### src/include/timer_pkg.sv
// constants and state layout of the 8-bit waveform timer
// Summary of operation
// - only mode select shapes counting; output action never changes it
// - normal mode always counts up, no match clear, wraps FF to 00
// - normal mode sets overflow flag as counter becomes zero
// - normal mode accepts a counter write at any moment
// - clear-on-compare mode clears counter when it equals compare value
// - clear-on-compare compare value is unbuffered; low writes wrap first
// - clear-on-compare raises match flag each time top is reached
// - clear-on-compare action 1 toggles output on every match
// - clear-on-compare sets overflow flag passing max to zero
// - timer tick is clock divided by 1,8,32,64,128,256 or 1024
// - fast mode counts bottom to max, clears tick after max
// - fast mode sets overflow flag every time max is reached
// - fast action 2 clears on match, sets at wrap; 3 inverse
// - fast compare bottom gives spike, compare max gives steady level
// - fast action 1 toggles on each match, compare double buffered
// - fast mode output period is 256 ticks with action 2 or 3, 512 ticks with toggle action 1
// - phase mode counts up then down, max held one tick
// - phase action 2 clears on up match, sets on down; 3 inverse
// - phase mode sets overflow flag each time bottom is reached
// - phase mode output period is 510 ticks
// - phase compare bottom holds low, max holds high; inverted opposite
// - output reaches pin only when direction bit selects output
// - pwm modes buffer compare to top; other modes apply at once
// - counter write blocks any compare match in next tick
// - equality sets compare match flag one tick later
// - clock source zero stops counting; counter stays accessible
package timer_pkg;

  localparam logic [7:0] ADDR_CTRL    = 8'h00;
  localparam logic [7:0] ADDR_COUNT   = 8'h04;
  localparam logic [7:0] ADDR_COMPARE = 8'h08;
  localparam logic [7:0] ADDR_FLAGS   = 8'h0C;

  // control word and flags register fields
  localparam int CTRL_MODE_LO  = 0;
  localparam int CTRL_ACT_LO   = 2;
  localparam int CTRL_CS_LO    = 4;
  localparam int CTRL_FORCE    = 7;
  localparam int CTRL_DIR      = 8;
  localparam int CTRL_PORT     = 9;
  localparam int FLAG_OVF      = 0;
  localparam int FLAG_CMP      = 1;
  localparam int FLAG_WAVE     = 2;

  localparam logic [1:0] MODE_NORMAL = 2'h0;
  localparam logic [1:0] MODE_PHASE  = 2'h1;
  localparam logic [1:0] MODE_CTC    = 2'h2;
  localparam logic [1:0] MODE_FAST   = 2'h3;

  localparam logic [7:0] CNT_MAX    = 8'hFF;
  localparam logic [7:0] CNT_BOTTOM = 8'h00;
  localparam logic [7:0] CNT_ONE    = 8'h01;
  localparam int         PRE_W      = 10;

  localparam logic [1:0] RESP_OKAY   = 2'h0;
  localparam logic [1:0] RESP_SLVERR = 2'h2;

  typedef struct packed {
    logic             aw_rdy;
    logic             w_rdy;
    logic             ar_rdy;
    logic             bvalid;
    logic             rvalid;
    logic [1:0]       bresp;
    logic [1:0]       rresp;
    logic [31:0]      rdata;
    logic             aw_full;
    logic             w_full;
    logic [7:0]       aw_addr;
    logic [31:0]      wdata;
    logic [3:0]       wstrb;
    logic [1:0]       mode;
    logic [1:0]       action;
    logic [2:0]       clk_sel;
    logic             dir_bit;
    logic             port_bit;
    logic [7:0]       cnt;
    logic [7:0]       ocr_buf;
    logic [7:0]       ocr;
    logic             up;
    logic             blk;
    logic             hit;
    logic             ovf;
    logic             cmf;
    logic             wave;
    logic [PRE_W-1:0] pre;
    logic             pin_out;
    logic             pin_oe;
  } timer_state_s;

endpackage

### src/hdl/timer_waveform_modes_8bit.sv
// 8-bit timer with one compare channel, four waveform modes, AXI4-Lite
//
// The implementer's own choices: the AXI4-Lite interface to the registers and the address map.
`timescale 1ns/1ps
module timer_waveform_modes_8bit
  import timer_pkg::*;
(
  // clock and reset
  input  wire logic        aclk,
  input  wire logic        aresetn,
  // write address channel
  input  wire logic [7:0]  awaddr,
  input  wire logic [2:0]  awprot,
  input  wire logic        awvalid,
  output logic             awready,
  // write data channel
  input  wire logic [31:0] wdata,
  input  wire logic [3:0]  wstrb,
  input  wire logic        wvalid,
  output logic             wready,
  // write response channel
  output logic [1:0]       bresp,
  output logic             bvalid,
  input  wire logic        bready,
  // read address channel
  input  wire logic [7:0]  araddr,
  input  wire logic [2:0]  arprot,
  input  wire logic        arvalid,
  output logic             arready,
  // read data channel
  output logic [31:0]      rdata,
  output logic [1:0]       rresp,
  output logic             rvalid,
  input  wire logic        rready,
  // flag acknowledge and flags
  input  wire logic        overflow_ack,
  input  wire logic        compare_ack,
  output logic             overflow_flag,
  output logic             compare_match_flag,
  // port pin
  output logic             wave_pin_out,
  output logic             wave_pin_oe
);

  timer_state_s s;
  timer_state_s n;

  logic       wr_go;
  logic       ctrl_we;
  logic       cnt_we;
  logic       ocr_we;
  logic       flg_we;
  logic       timer_tick;
  logic       eq;
  logic       match;
  logic       top_hit;
  logic       going_up;
  logic       set_ovf;
  logic       set_cmf;
  logic       clr_ovf;
  logic       clr_cmf;

  // register index from a byte address; bit 2 flags a mapped word
  function automatic logic [2:0] reg_idx(input logic [7:0] a);
    unique case (a)
      ADDR_CTRL:    reg_idx = 3'h4;
      ADDR_COUNT:   reg_idx = 3'h5;
      ADDR_COMPARE: reg_idx = 3'h6;
      ADDR_FLAGS:   reg_idx = 3'h7;
      default:      reg_idx = 3'h0;
    endcase
  endfunction

  // prescaler taps: 1, 8, 32, 64, 128, 256, 1024
  function automatic logic tick_on(input logic [2:0]       sel,
                                   input logic [PRE_W-1:0] p);
    unique case (sel)
      3'h0:    tick_on = 1'b0;
      3'h1:    tick_on = 1'b1;
      3'h2:    tick_on = &p[2:0];
      3'h3:    tick_on = &p[4:0];
      3'h4:    tick_on = &p[5:0];
      3'h5:    tick_on = &p[6:0];
      3'h6:    tick_on = &p[7:0];
      default: tick_on = &p[9:0];
    endcase
  endfunction

  // non-pwm output action on a match or forced match
  function automatic logic act_apply(input logic [1:0] act,
                                     input logic       w);
    unique case (act)
      2'h0: act_apply = w;
      2'h1: act_apply = ~w;
      2'h2: act_apply = 1'b0;
      2'h3: act_apply = 1'b1;
    endcase
  endfunction

  always_comb begin
    n = s;
    // write address and data taken in either order
    if (awvalid && s.aw_rdy) begin
      n.aw_full = 1'b1;
      n.aw_addr = awaddr;
    end
    if (wvalid && s.w_rdy) begin
      n.w_full = 1'b1;
      n.wdata  = wdata;
      n.wstrb  = wstrb;
    end
    wr_go = s.aw_full && s.w_full && !s.bvalid;
    if (bvalid && bready) begin
      n.bvalid = 1'b0;
    end
    if (wr_go) begin
      n.aw_full = 1'b0;
      n.w_full  = 1'b0;
      n.bvalid  = 1'b1;
      n.bresp   = (reg_idx(s.aw_addr) >= 3'h4) ? RESP_OKAY : RESP_SLVERR;
    end
    n.aw_rdy = !n.aw_full && !n.bvalid;
    n.w_rdy  = !n.w_full && !n.bvalid;
    ctrl_we = wr_go && s.wstrb[0] && reg_idx(s.aw_addr) == 3'h4;
    cnt_we  = wr_go && s.wstrb[0] && reg_idx(s.aw_addr) == 3'h5;
    ocr_we  = wr_go && s.wstrb[0] && reg_idx(s.aw_addr) == 3'h6;
    flg_we  = wr_go && s.wstrb[0] && reg_idx(s.aw_addr) == 3'h7;

    // read channel: one read in flight, answered the next cycle
    if (rvalid && rready) begin
      n.rvalid = 1'b0;
      n.ar_rdy = 1'b1;
    end
    if (arvalid && s.ar_rdy) begin
      n.ar_rdy = 1'b0;
      n.rvalid = 1'b1;
      n.rresp  = (reg_idx(araddr) >= 3'h4) ? RESP_OKAY : RESP_SLVERR;
      n.rdata  = 32'h0000_0000;
      unique case (reg_idx(araddr))
        3'h4: begin
          n.rdata[CTRL_MODE_LO +: 2] = s.mode;
          n.rdata[CTRL_ACT_LO +: 2]  = s.action;
          n.rdata[CTRL_CS_LO +: 3]   = s.clk_sel;
          n.rdata[CTRL_DIR]          = s.dir_bit;
          n.rdata[CTRL_PORT]         = s.port_bit;
        end
        3'h5: n.rdata[7:0] = s.cnt;
        3'h6: n.rdata[7:0] = s.ocr_buf;
        3'h7: begin
          n.rdata[FLAG_OVF]  = s.ovf;
          n.rdata[FLAG_CMP]  = s.cmf;
          n.rdata[FLAG_WAVE] = s.wave;
        end
        default: n.rdata = 32'h0000_0000;
      endcase
    end

    n.pre      = s.pre + 1'b1;
    timer_tick = tick_on(s.clk_sel, s.pre);

    eq      = s.cnt == s.ocr;
    match   = eq && !s.blk;
    top_hit = s.cnt == CNT_MAX;
    // direction turns at max and at bottom
    going_up = (s.mode == MODE_PHASE)
             ? (s.up ? !top_hit : s.cnt == CNT_BOTTOM)
             : 1'b1;
    set_ovf = 1'b0;
    set_cmf = 1'b0;

    if (timer_tick) begin
      n.blk = 1'b0;
      n.hit = match;
      // flag follows equality by one tick
      set_cmf = s.hit;
      // only the mode select picks the sequence
      unique case (s.mode)
        MODE_NORMAL: begin
          n.cnt = s.cnt + CNT_ONE;
          set_ovf = top_hit;
          if (match) begin
            n.wave = act_apply(s.action, s.wave);
          end
        end
        MODE_CTC: begin
          // clear on match; else run on and wrap
          n.cnt = match ? CNT_BOTTOM : s.cnt + CNT_ONE;
          set_ovf = top_hit;
          if (match) begin
            n.wave = act_apply(s.action, s.wave);
          end
        end
        MODE_FAST: begin
          n.cnt = s.cnt + CNT_ONE;
          set_ovf = top_hit;
          if (top_hit) begin
            n.ocr = s.ocr_buf;
          end
          // set or clear at wrap, inverse on match
          // max compare ignored, bottom compare spikes
          if (s.action[1]) begin
            if (top_hit) begin
              n.wave = ~s.action[0];
            end else if (match && s.ocr != CNT_MAX) begin
              n.wave = s.action[0];
            end
          end else if (s.action[0] && match) begin
            n.wave = ~s.wave;
          end
        end
        MODE_PHASE: begin
          n.cnt = going_up ? s.cnt + CNT_ONE : s.cnt - CNT_ONE;
          n.up  = going_up;
          set_ovf = !going_up && s.cnt == CNT_ONE;
          if (top_hit) begin
            n.ocr = s.ocr_buf;
          end
          // up match and down match act oppositely
          // max compare resolved at top for steady level
          if (s.action[1]) begin
            if (match && s.ocr != CNT_MAX) begin
              n.wave = going_up ? s.action[0] : ~s.action[0];
            end else if (top_hit && s.ocr == CNT_MAX) begin
              n.wave = ~s.action[0];
            end
          end
        end
      endcase
    end

    // forced match only in non-pwm modes, no flag and no clear
    if (ctrl_we) begin
      n.mode     = s.wdata[CTRL_MODE_LO +: 2];
      n.action   = s.wdata[CTRL_ACT_LO +: 2];
      n.clk_sel  = s.wdata[CTRL_CS_LO +: 3];
      if (s.wdata[CTRL_FORCE] && !s.mode[0]) begin
        n.wave = act_apply(s.wdata[CTRL_ACT_LO +: 2], s.wave);
      end
    end
    if (wr_go && s.wstrb[1] && reg_idx(s.aw_addr) == 3'h4) begin
      n.dir_bit  = s.wdata[CTRL_DIR];
      n.port_bit = s.wdata[CTRL_PORT];
    end
    if (cnt_we) begin
      n.cnt = s.wdata[7:0];
      n.blk = 1'b1;
    end
    if (ocr_we) begin
      n.ocr_buf = s.wdata[7:0];
      if (!s.mode[0]) begin
        n.ocr = s.wdata[7:0];
      end
    end

    // flags held until ack or write one; set wins
    clr_ovf = overflow_ack || (flg_we && s.wdata[FLAG_OVF]);
    clr_cmf = compare_ack || (flg_we && s.wdata[FLAG_CMP]);
    n.ovf   = (s.ovf && !clr_ovf) || set_ovf;
    n.cmf   = (s.cmf && !clr_cmf) || set_cmf;

    // pin driven only with direction set
    n.pin_oe  = n.dir_bit;
    n.pin_out = (n.action != 2'h0) ? n.wave : n.port_bit;
  end

  always_ff @(posedge aclk) begin
    if (!aresetn) begin
      s        <= '0;
      s.aw_rdy <= 1'b1;
      s.w_rdy  <= 1'b1;
      s.ar_rdy <= 1'b1;
      s.up     <= 1'b1;
    end else begin
      s <= n;
    end
  end

  assign awready            = s.aw_rdy;
  assign wready             = s.w_rdy;
  assign arready            = s.ar_rdy;
  assign bvalid             = s.bvalid;
  assign bresp              = s.bresp;
  assign rvalid             = s.rvalid;
  assign rresp              = s.rresp;
  assign rdata              = s.rdata;
  assign overflow_flag      = s.ovf;
  assign compare_match_flag = s.cmf;
  assign wave_pin_out       = s.pin_out;
  assign wave_pin_oe        = s.pin_oe;
endmodule // timer_waveform_modes_8bit

### config.mk
export PLATFORM = sky130hd
export DESIGN_NAME = timer_waveform_modes_8bit
export DESIGN_NICKNAME = d
export VERILOG_FILES = /design/src/include/timer_pkg.sv /design/src/hdl/timer_waveform_modes_8bit.sv
export SDC_FILE = /design/constraint.sdc
export NUM_CORES = 1
export LEC_CHECK = 0
export BUFFER_PORTS_ARGS = -buffer_cell sky130_fd_sc_hd__buf_2
export CAP_MARGIN = 20
export CORE_MARGIN = 1
export CORE_UTILIZATION = 47
export CTS_CLUSTER_SIZE = 40
export DETAILED_ROUTE_END_ITERATION = 6
export PLACE_DENSITY = 0.69
export SYNTH_ARGS = -nofsm -noshare
export SYNTH_HDL_FRONTEND = slang
export SYNTH_SLANG_ARGS = --single-unit
export TNS_END_PERCENT = 30
### constraint.sdc
create_clock -name aclk -period 3.1 [get_ports aclk]
set_input_delay 0.465 -clock aclk [delete_from_list [all_inputs] [get_ports aclk]]
set_output_delay 0.465 -clock aclk [all_outputs]
set_load 0.01 [all_outputs]
==> results.toml, run 1 <==
[cts]
clock_path_buffers = 2
cts.sinks = 89
cts_buffers = 9
clk_latency_ns = 0.37
cts_tree = "yes"
ctsResizeCount = 0
cts_root_buffer = "clkbuf_8"
clkTransAtPathRegs_ns = 0.11
post_cts_buffers = 0
cts_hold_buf = 0
htreeDepth = 3

[detailed_routing]
drt_wl_total_mm = 11.15
drtPass1Iterations = 5
topRoutingLayerUsed = "met4"
drtAntennaViolNets = 0
drt-wirelength-per-cell_um = 14.93
drt-vias-per-instance = 5.493
vias = 4103
drc = 0
met1_length_mm = 5.250
drtIter0Drc = 217
routed-wl-met2_mm = 5.069
dr_wl_met3_um = 721

[cells_and_area]
diodes = 0
synthToLayoutAreaGrowth_pct = 7.797
final_core_util = 0.5250
layout_common_cells = "dfxtp_1, nor2_1, nand2_1"
fill_cells = 966
final_common_cell = "dfxtp_1"
nets = 686
drive_gt1_frac = 0.1547

[pwr]
leakagePower_uw = 0.002207
p_per_area_nw_per_um2 = 423.8
irDropWorstVdd_mv = 0.2856
totalPowerFinal_uw = 2185

[grt]
track_usage = 0.2211
grt_pass1_vias = 3611
grt_max_degree = 62
grt_pass1_wl_mm = 18.15
grt_overflow = 0
antenna_found_initial = 0

[critical_path]
cp_slowest_cell = "dfxtp_1"
critPathLaunchType = "flip-flop"
crit_type = "flip-flop to flip-flop"
path_cells = "ha_1 > nand4_1 > o21ai_1 > nand3_1 > nor2_1 > a221o_1 > a221oi_2 > o31ai_1"
cp.buffers_inverters = 0
end_kind = "flip-flop"
crit_required_ns = 3.38
r2r_start = "s[34]"
cp_top_family = "simple AND/OR/NAND/NOR gates"
regToRegSetupSlack_ns = 0.36
worst_ep_arrival_time_ns = 3.02
max_stage_delay_ns = 0.54
ff2ff_path_depth = 8
r2r_end = "s[36]"
crit_fanout = 9

[outcome]
status = "finished, final reports clean"

[synth]
netlist.area_leader.share = 0.3726
synth_top_cell_by_area = "dfxtp_1"
synth_async_sr_flop_share = 0
ys_top_cells_by_area = "dfxtp_1, mux2i_1, buf_4, nor2_1, nand2_1"
syn_inst = 578
ys_seq_area_frac = 0.3726
synthDistinctLibCells = 63
synth_seq_cells = 89
ys.warnings.count = 0
synth_edf_count = 0
syn_area_um2 = 4782
synth.avg_cell_area_um2 = 8.274
synth_ff_type = "dfxtp_1"

[timing]
final.period_utilization = 0.8846
rsz0062_at_grt = "false"
hold_ws_ns = 0.3182
setup_tns_ns = 0
worstMarginPinSlew_ns = 1.056
fin_skew_ns = 0.01677
final_hold_viol_count = 0
clock.fmax_ghz = 0.3647
setup_violations = 0
finalMaxSlewViolations = 0
period_needed_ns = 2.742
slew-limit-headroom = 0.2950

[flow_run]
maxCapViolCount = 0

[placement]
gp_congestion = 0.8670
dp.final_hpwl_mm = 8.147
io_buffers = 57

[min_path]
holdCritStartpoint = "awaddr[1]"
worstHoldEndpoint = "s[88]"
worstHoldPathCells = 3
hp-class = "input port to flip-flop"

[floorplan]
die_w_um = 102.9
ios = 112
initial_core_util = 0.4870
core_area_um2 = 9819
row_count = 36
die_area_um2 = 10580
die_h_um = 102.9
[kinds of logic after synthesis]
kind of cell               after synthesis  share of synthesized area
AOI/OAI and AO/OA                      122                     0.1654
other                                    1                  0.0007842
adders and majority gates               10                    0.02616
xor gates and xnor gates                20                    0.03977
muxes                                   35                    0.08137
buffers and inverters                   82                    0.09969
DFF                                     89                     0.3726
and+or+nand+nor                        219                     0.2143
[per-stage QoR]
stage,cell area [um^2],setup WS [ns],std cells
2_1_floorplan,4868,0.8577,601
3_3_place_gp,4952,0.5320,731
3_5_place_dp,4952,0.4304,731
4_1_cts,5155,0.4094,747
5_1_grt,5155,0.1528,747
6_report,5155,0.3577,747
[how the worst max path moves through the flow]
stage / from / endpoint / cells past startpoint
2_1_floorplan: s[2] / wave_pin_out / 11
3_3_place_gp: s[34] / s[36] / 8
3_5_place_dp: s[34] / s[36] / 8
4_1_cts: s[34] / s[36] / 8
5_1_grt: s[34] / s[36] / 8
6_report: s[34] / s[36] / 8
[state kept, by name, summed over array words and instances, names as in the netlist]
signal / count
wready: 1
rvalid: 1
awready: 1
overflow_flag: 1
bresp: 1
arready: 1
s: 68
wave_pin_oe: 1
rresp: 1
rdata: 10
wave_pin_out: 1
compare_match_flag: 1
bvalid: 1
[metal layers]
metal | vias to the layer above | GRT usage
met2 | 162 | 0.3390
met4 | 0 | 0.04875
met1 | 1900 | 0.3215
met3 | 13 | 0.04271
met5 | - | 0
li1 | 2028 | -
[cell type report]
class                   count  area, um^2  area share
repair buffers             64       337.8     0.06553
flip-flops and latches     89        1782      0.3456
clock inverters             7       78.83     0.01529
well taps                 133       166.4     0.03228
clock buffers               9       123.9     0.02403
multi-input cells         430        2610      0.5063
inverters                  15       56.30     0.01092
[where the power goes]
group,internal [uW],switching (uW)
Combinational,56.5,104
Clock,322,490
Sequential,1180,34.8
Total,1560,629
[tightest hold or removal path: stages]
cell and delay, ns:
buf_2 0.09, nand2_1 0.04, a21oi_1 0.05
[synthesized netlist by cell type (2+ instances only)]
| library cell | n |
|---|---|
| mux4_2 | 3 |
| a21o_1 | 2 |
| nor3_1 | 9 |
| inv_1 | 14 |
| or2_2 | 2 |
| nand2_1 | 66 |
| a21oi_1 | 42 |
| and3b_1 | 2 |
| clkbuf_1 | 21 |
| nand4_1 | 8 |
| or3_1 | 3 |
| nor2_1 | 71 |
| xnor2_2 | 2 |
| nand2b_1 | 7 |
| a22oi_1 | 7 |
| a32oi_1 | 3 |
| buf_2 | 6 |
| buf_4 | 37 |
| and3_1 | 8 |
| o22ai_1 | 3 |
| nor4_1 | 3 |
| xnor2_1 | 9 |
| mux2i_1 | 31 |
| o21ai_0 | 18 |
| a211o_1 | 4 |
| o31ai_1 | 3 |
| nor2b_1 | 3 |
| a311oi_1 | 2 |
| buf_6 | 3 |
| and2_1 | 5 |
| dfxtp_1 | 89 |
| a22o_1 | 2 |
| a31oi_1 | 7 |
| xor2_1 | 9 |
| ha_1 | 10 |
| a211oi_1 | 11 |
| nand3_1 | 22 |
| o211ai_1 | 6 |
(Power assumes the default switching activity.)
==> run 2: changes to the inputs <==
==> constraint.sdc (replaced) <==
create_clock -name aclk -period 3.1 [get_ports aclk]
set_input_delay 0.155 -clock aclk [delete_from_list [all_inputs] [get_ports aclk]]
set_output_delay 0.155 -clock aclk [all_outputs]
set_load 0.01 [all_outputs]
==> results.toml, run 2 (synthesis gave the netlist of run 1 again) <==
[critical_path]
r2r_start = "s[38]"
end_kind = "flip-flop"
r2r_end = "s[36]"
critPathLaunchType = "flip-flop"
crit_type = "flip-flop to flip-flop"
cp.buffers_inverters = 0
crit_fanout = 9
ff2ff_path_depth = 7
worst_ep_arrival_time_ns = 2.83
crit_required_ns = 3.38
max_stage_delay_ns = 0.58
regToRegSetupSlack_ns = 0.54
path_cells = "nand4_1 > o21ai_1 > nand3_1 > nor2_1 > a221o_1 > a221oi_2 > o31ai_1"
cp_slowest_cell = "dfxtp_1"
cp_top_family = "simple AND/OR/NAND/NOR gates"

[min_path]
worstHoldPathCells = 3
worstHoldEndpoint = "s[63]"
holdCritStartpoint = "wdata[8]"
hp-class = "input port to flip-flop"

[floorplan]
die_h_um = 102.9
initial_core_util = 0.4870
die_w_um = 102.9
core_area_um2 = 9819
die_area_um2 = 10580
ios = 112
row_count = 36

[cells_and_area]
diodes = 0
regArea_um2 = 1782
layout_common_cells = "dfxtp_1, nor2_1, nand2_1"
final_common_cell = "dfxtp_1"
largest_register = "s"
fill_cells = 957
drive_gt1_frac = 0.1586
largest_register_ffs = 68
synthToLayoutAreaGrowth_pct = 9.184
finalNonFillerCells = 751
multi_input_area_um2 = 2610
nets = 690

[pwr]
seqPwrFrac = 0.523
internal_power_uw = 1705
p_per_area_nw_per_um2 = 443.3
totalPowerFinal_uw = 2315
clockPowerShare = 0.406
irDropWorstVdd_mv = 0.3478
switchingPower_uw = 609.5
swShare = 0.2633
leakagePower_uw = 0.002239
pwr-share-comb = 0.070

[grt]
antenna_found_initial = 0
track_usage = 0.2312
grt_pass1_vias = 3725
grt_overflow = 0
grt_pass1_wl_mm = 18.73
grt_max_degree = 42

[placement]
dp.final_hpwl_mm = 8.596
dp_cells = 734
dp_slack_ns = 0.6727
io_buffers = 57
gp_congestion = 0.8997

[timing]
fin_ws_ns = 0.5445
fin_skew_ns = 0.01223
clock.fmax_ghz = 0.3913
finalMaxSlewViolations = 0
rsz0062_at_grt = "false"
final_hold_viol_count = 0
setup_violations = 0
setup_tns_ns = 0
slew-limit-headroom = 0.4871
final.period_utilization = 0.8243
period_needed_ns = 2.555
worstMarginPinSlew_ns = 0.7693

[cts]
clkTransAtPathRegs_ns = 0.10
cts.sinks = 89
cts_buffers = 9
clock_path_buffers = 2
cts_tree = "yes"
cts_root_buffer = "clkbuf_8"
htreeDepth = 3
clk_latency_ns = 0.37

[detailed_routing]
drtIter0Drc = 255
drc = 0
drtPass1Iterations = 5
drt_wl_total_mm = 11.94
drt-vias-per-instance = 5.585
drtAntennaViolNets = 0
drt-wirelength-per-cell_um = 15.90
vias = 4194

[outcome]
status = "finished, final reports clean"

[flow_run]
maxCapViolCount = 0
==> run 2: cell count changes in the layout (fill, tap and decap cells not counted) <==
cell | previous run | this run
buf_4 | 7 | 10
inv_6 | 4 | 1
bufinv_16 | 0 | 2
clkinv_4 | 0 | 1
clkinv_8 | 2 | 1
clkinvlp_4 | 0 | 1
dlygate4sd3_1 | 0 | 1
==> run 2: what timing repair did <==
item,4_1_cts,5_1_grt
resized for setup,0,0
endpoints found under the hold margin,1,0
setup buffers,0,0
hold buffers,1,0
==> run 2: worst reg2reg max path, stage by stage (launching register included) <==
cell      delay [ns]
dfxtp_1         0.58
nand4_1         0.29
o21ai_1         0.32
nand3_1         0.26
nor2_1          0.46
a221o_1         0.25
a221oi_2        0.06
o31ai_1         0.23
==> run 2: per-stage QoR <==
stage	hold WS [ns]	utilization	cell area, um^2
finish	0.009968	0.5317	5221
global route	0.005137	0.5317	5221
CTS	0.002943	0.5317	5221
detailed placement	0.4020	0.5066	4975
global placement	0.3955	0.5066	4975
floorplan	0.2712	-	4868
==> run 2: final cells by class <==
cell class	instances	area share
multi-input cells	430	0.4999
flip-flops and latches	89	0.3412
repair buffers	68	0.07093
well taps	133	0.03187
clock buffers	9	0.02372
clock inverters	7	0.02157
inverters	15	0.01078
==> run 2: metal layers <==
metal / GRT usage / vias to the layer above / routed length [um] / part of all wire
met4: 0.05959 / 0 / 124 / 0.010
met5: 0 / - / 0 / 0
met2: 0.3651 / 123 / 5702 / 0.48
met3: 0.04542 / 15 / 565 / 0.047
li1: - / 2034 / - / -
met1: 0.3235 / 2022 / 5549 / 0.46
==> run 2: power by group through the flow <==
stage | Sequential [uW] | Clock (uW) | Combinational, uW
2_1_floorplan | 1230 | 0 | 132
3_3_place_gp | 1240 | 0 | 159
3_5_place_dp | 1240 | 0 | 163
4_1_cts | 1210 | 945 | 164
5_1_grt | 1220 | 993 | 186
6_report | 1210 | 940 | 163
==> run 2: worst max path at each step <==
stage          cells after the start  slack, ns  start           end
2_1_floorplan                     11       0.86   s[2]  wave_pin_out
3_3_place_gp                       7       0.71  s[38]         s[36]
3_5_place_dp                       7       0.67  s[38]         s[36]
4_1_cts                            8       0.62  s[34]         s[36]
5_1_grt                            8       0.33  s[34]         s[36]
6_report                           7       0.54  s[38]         s[36]
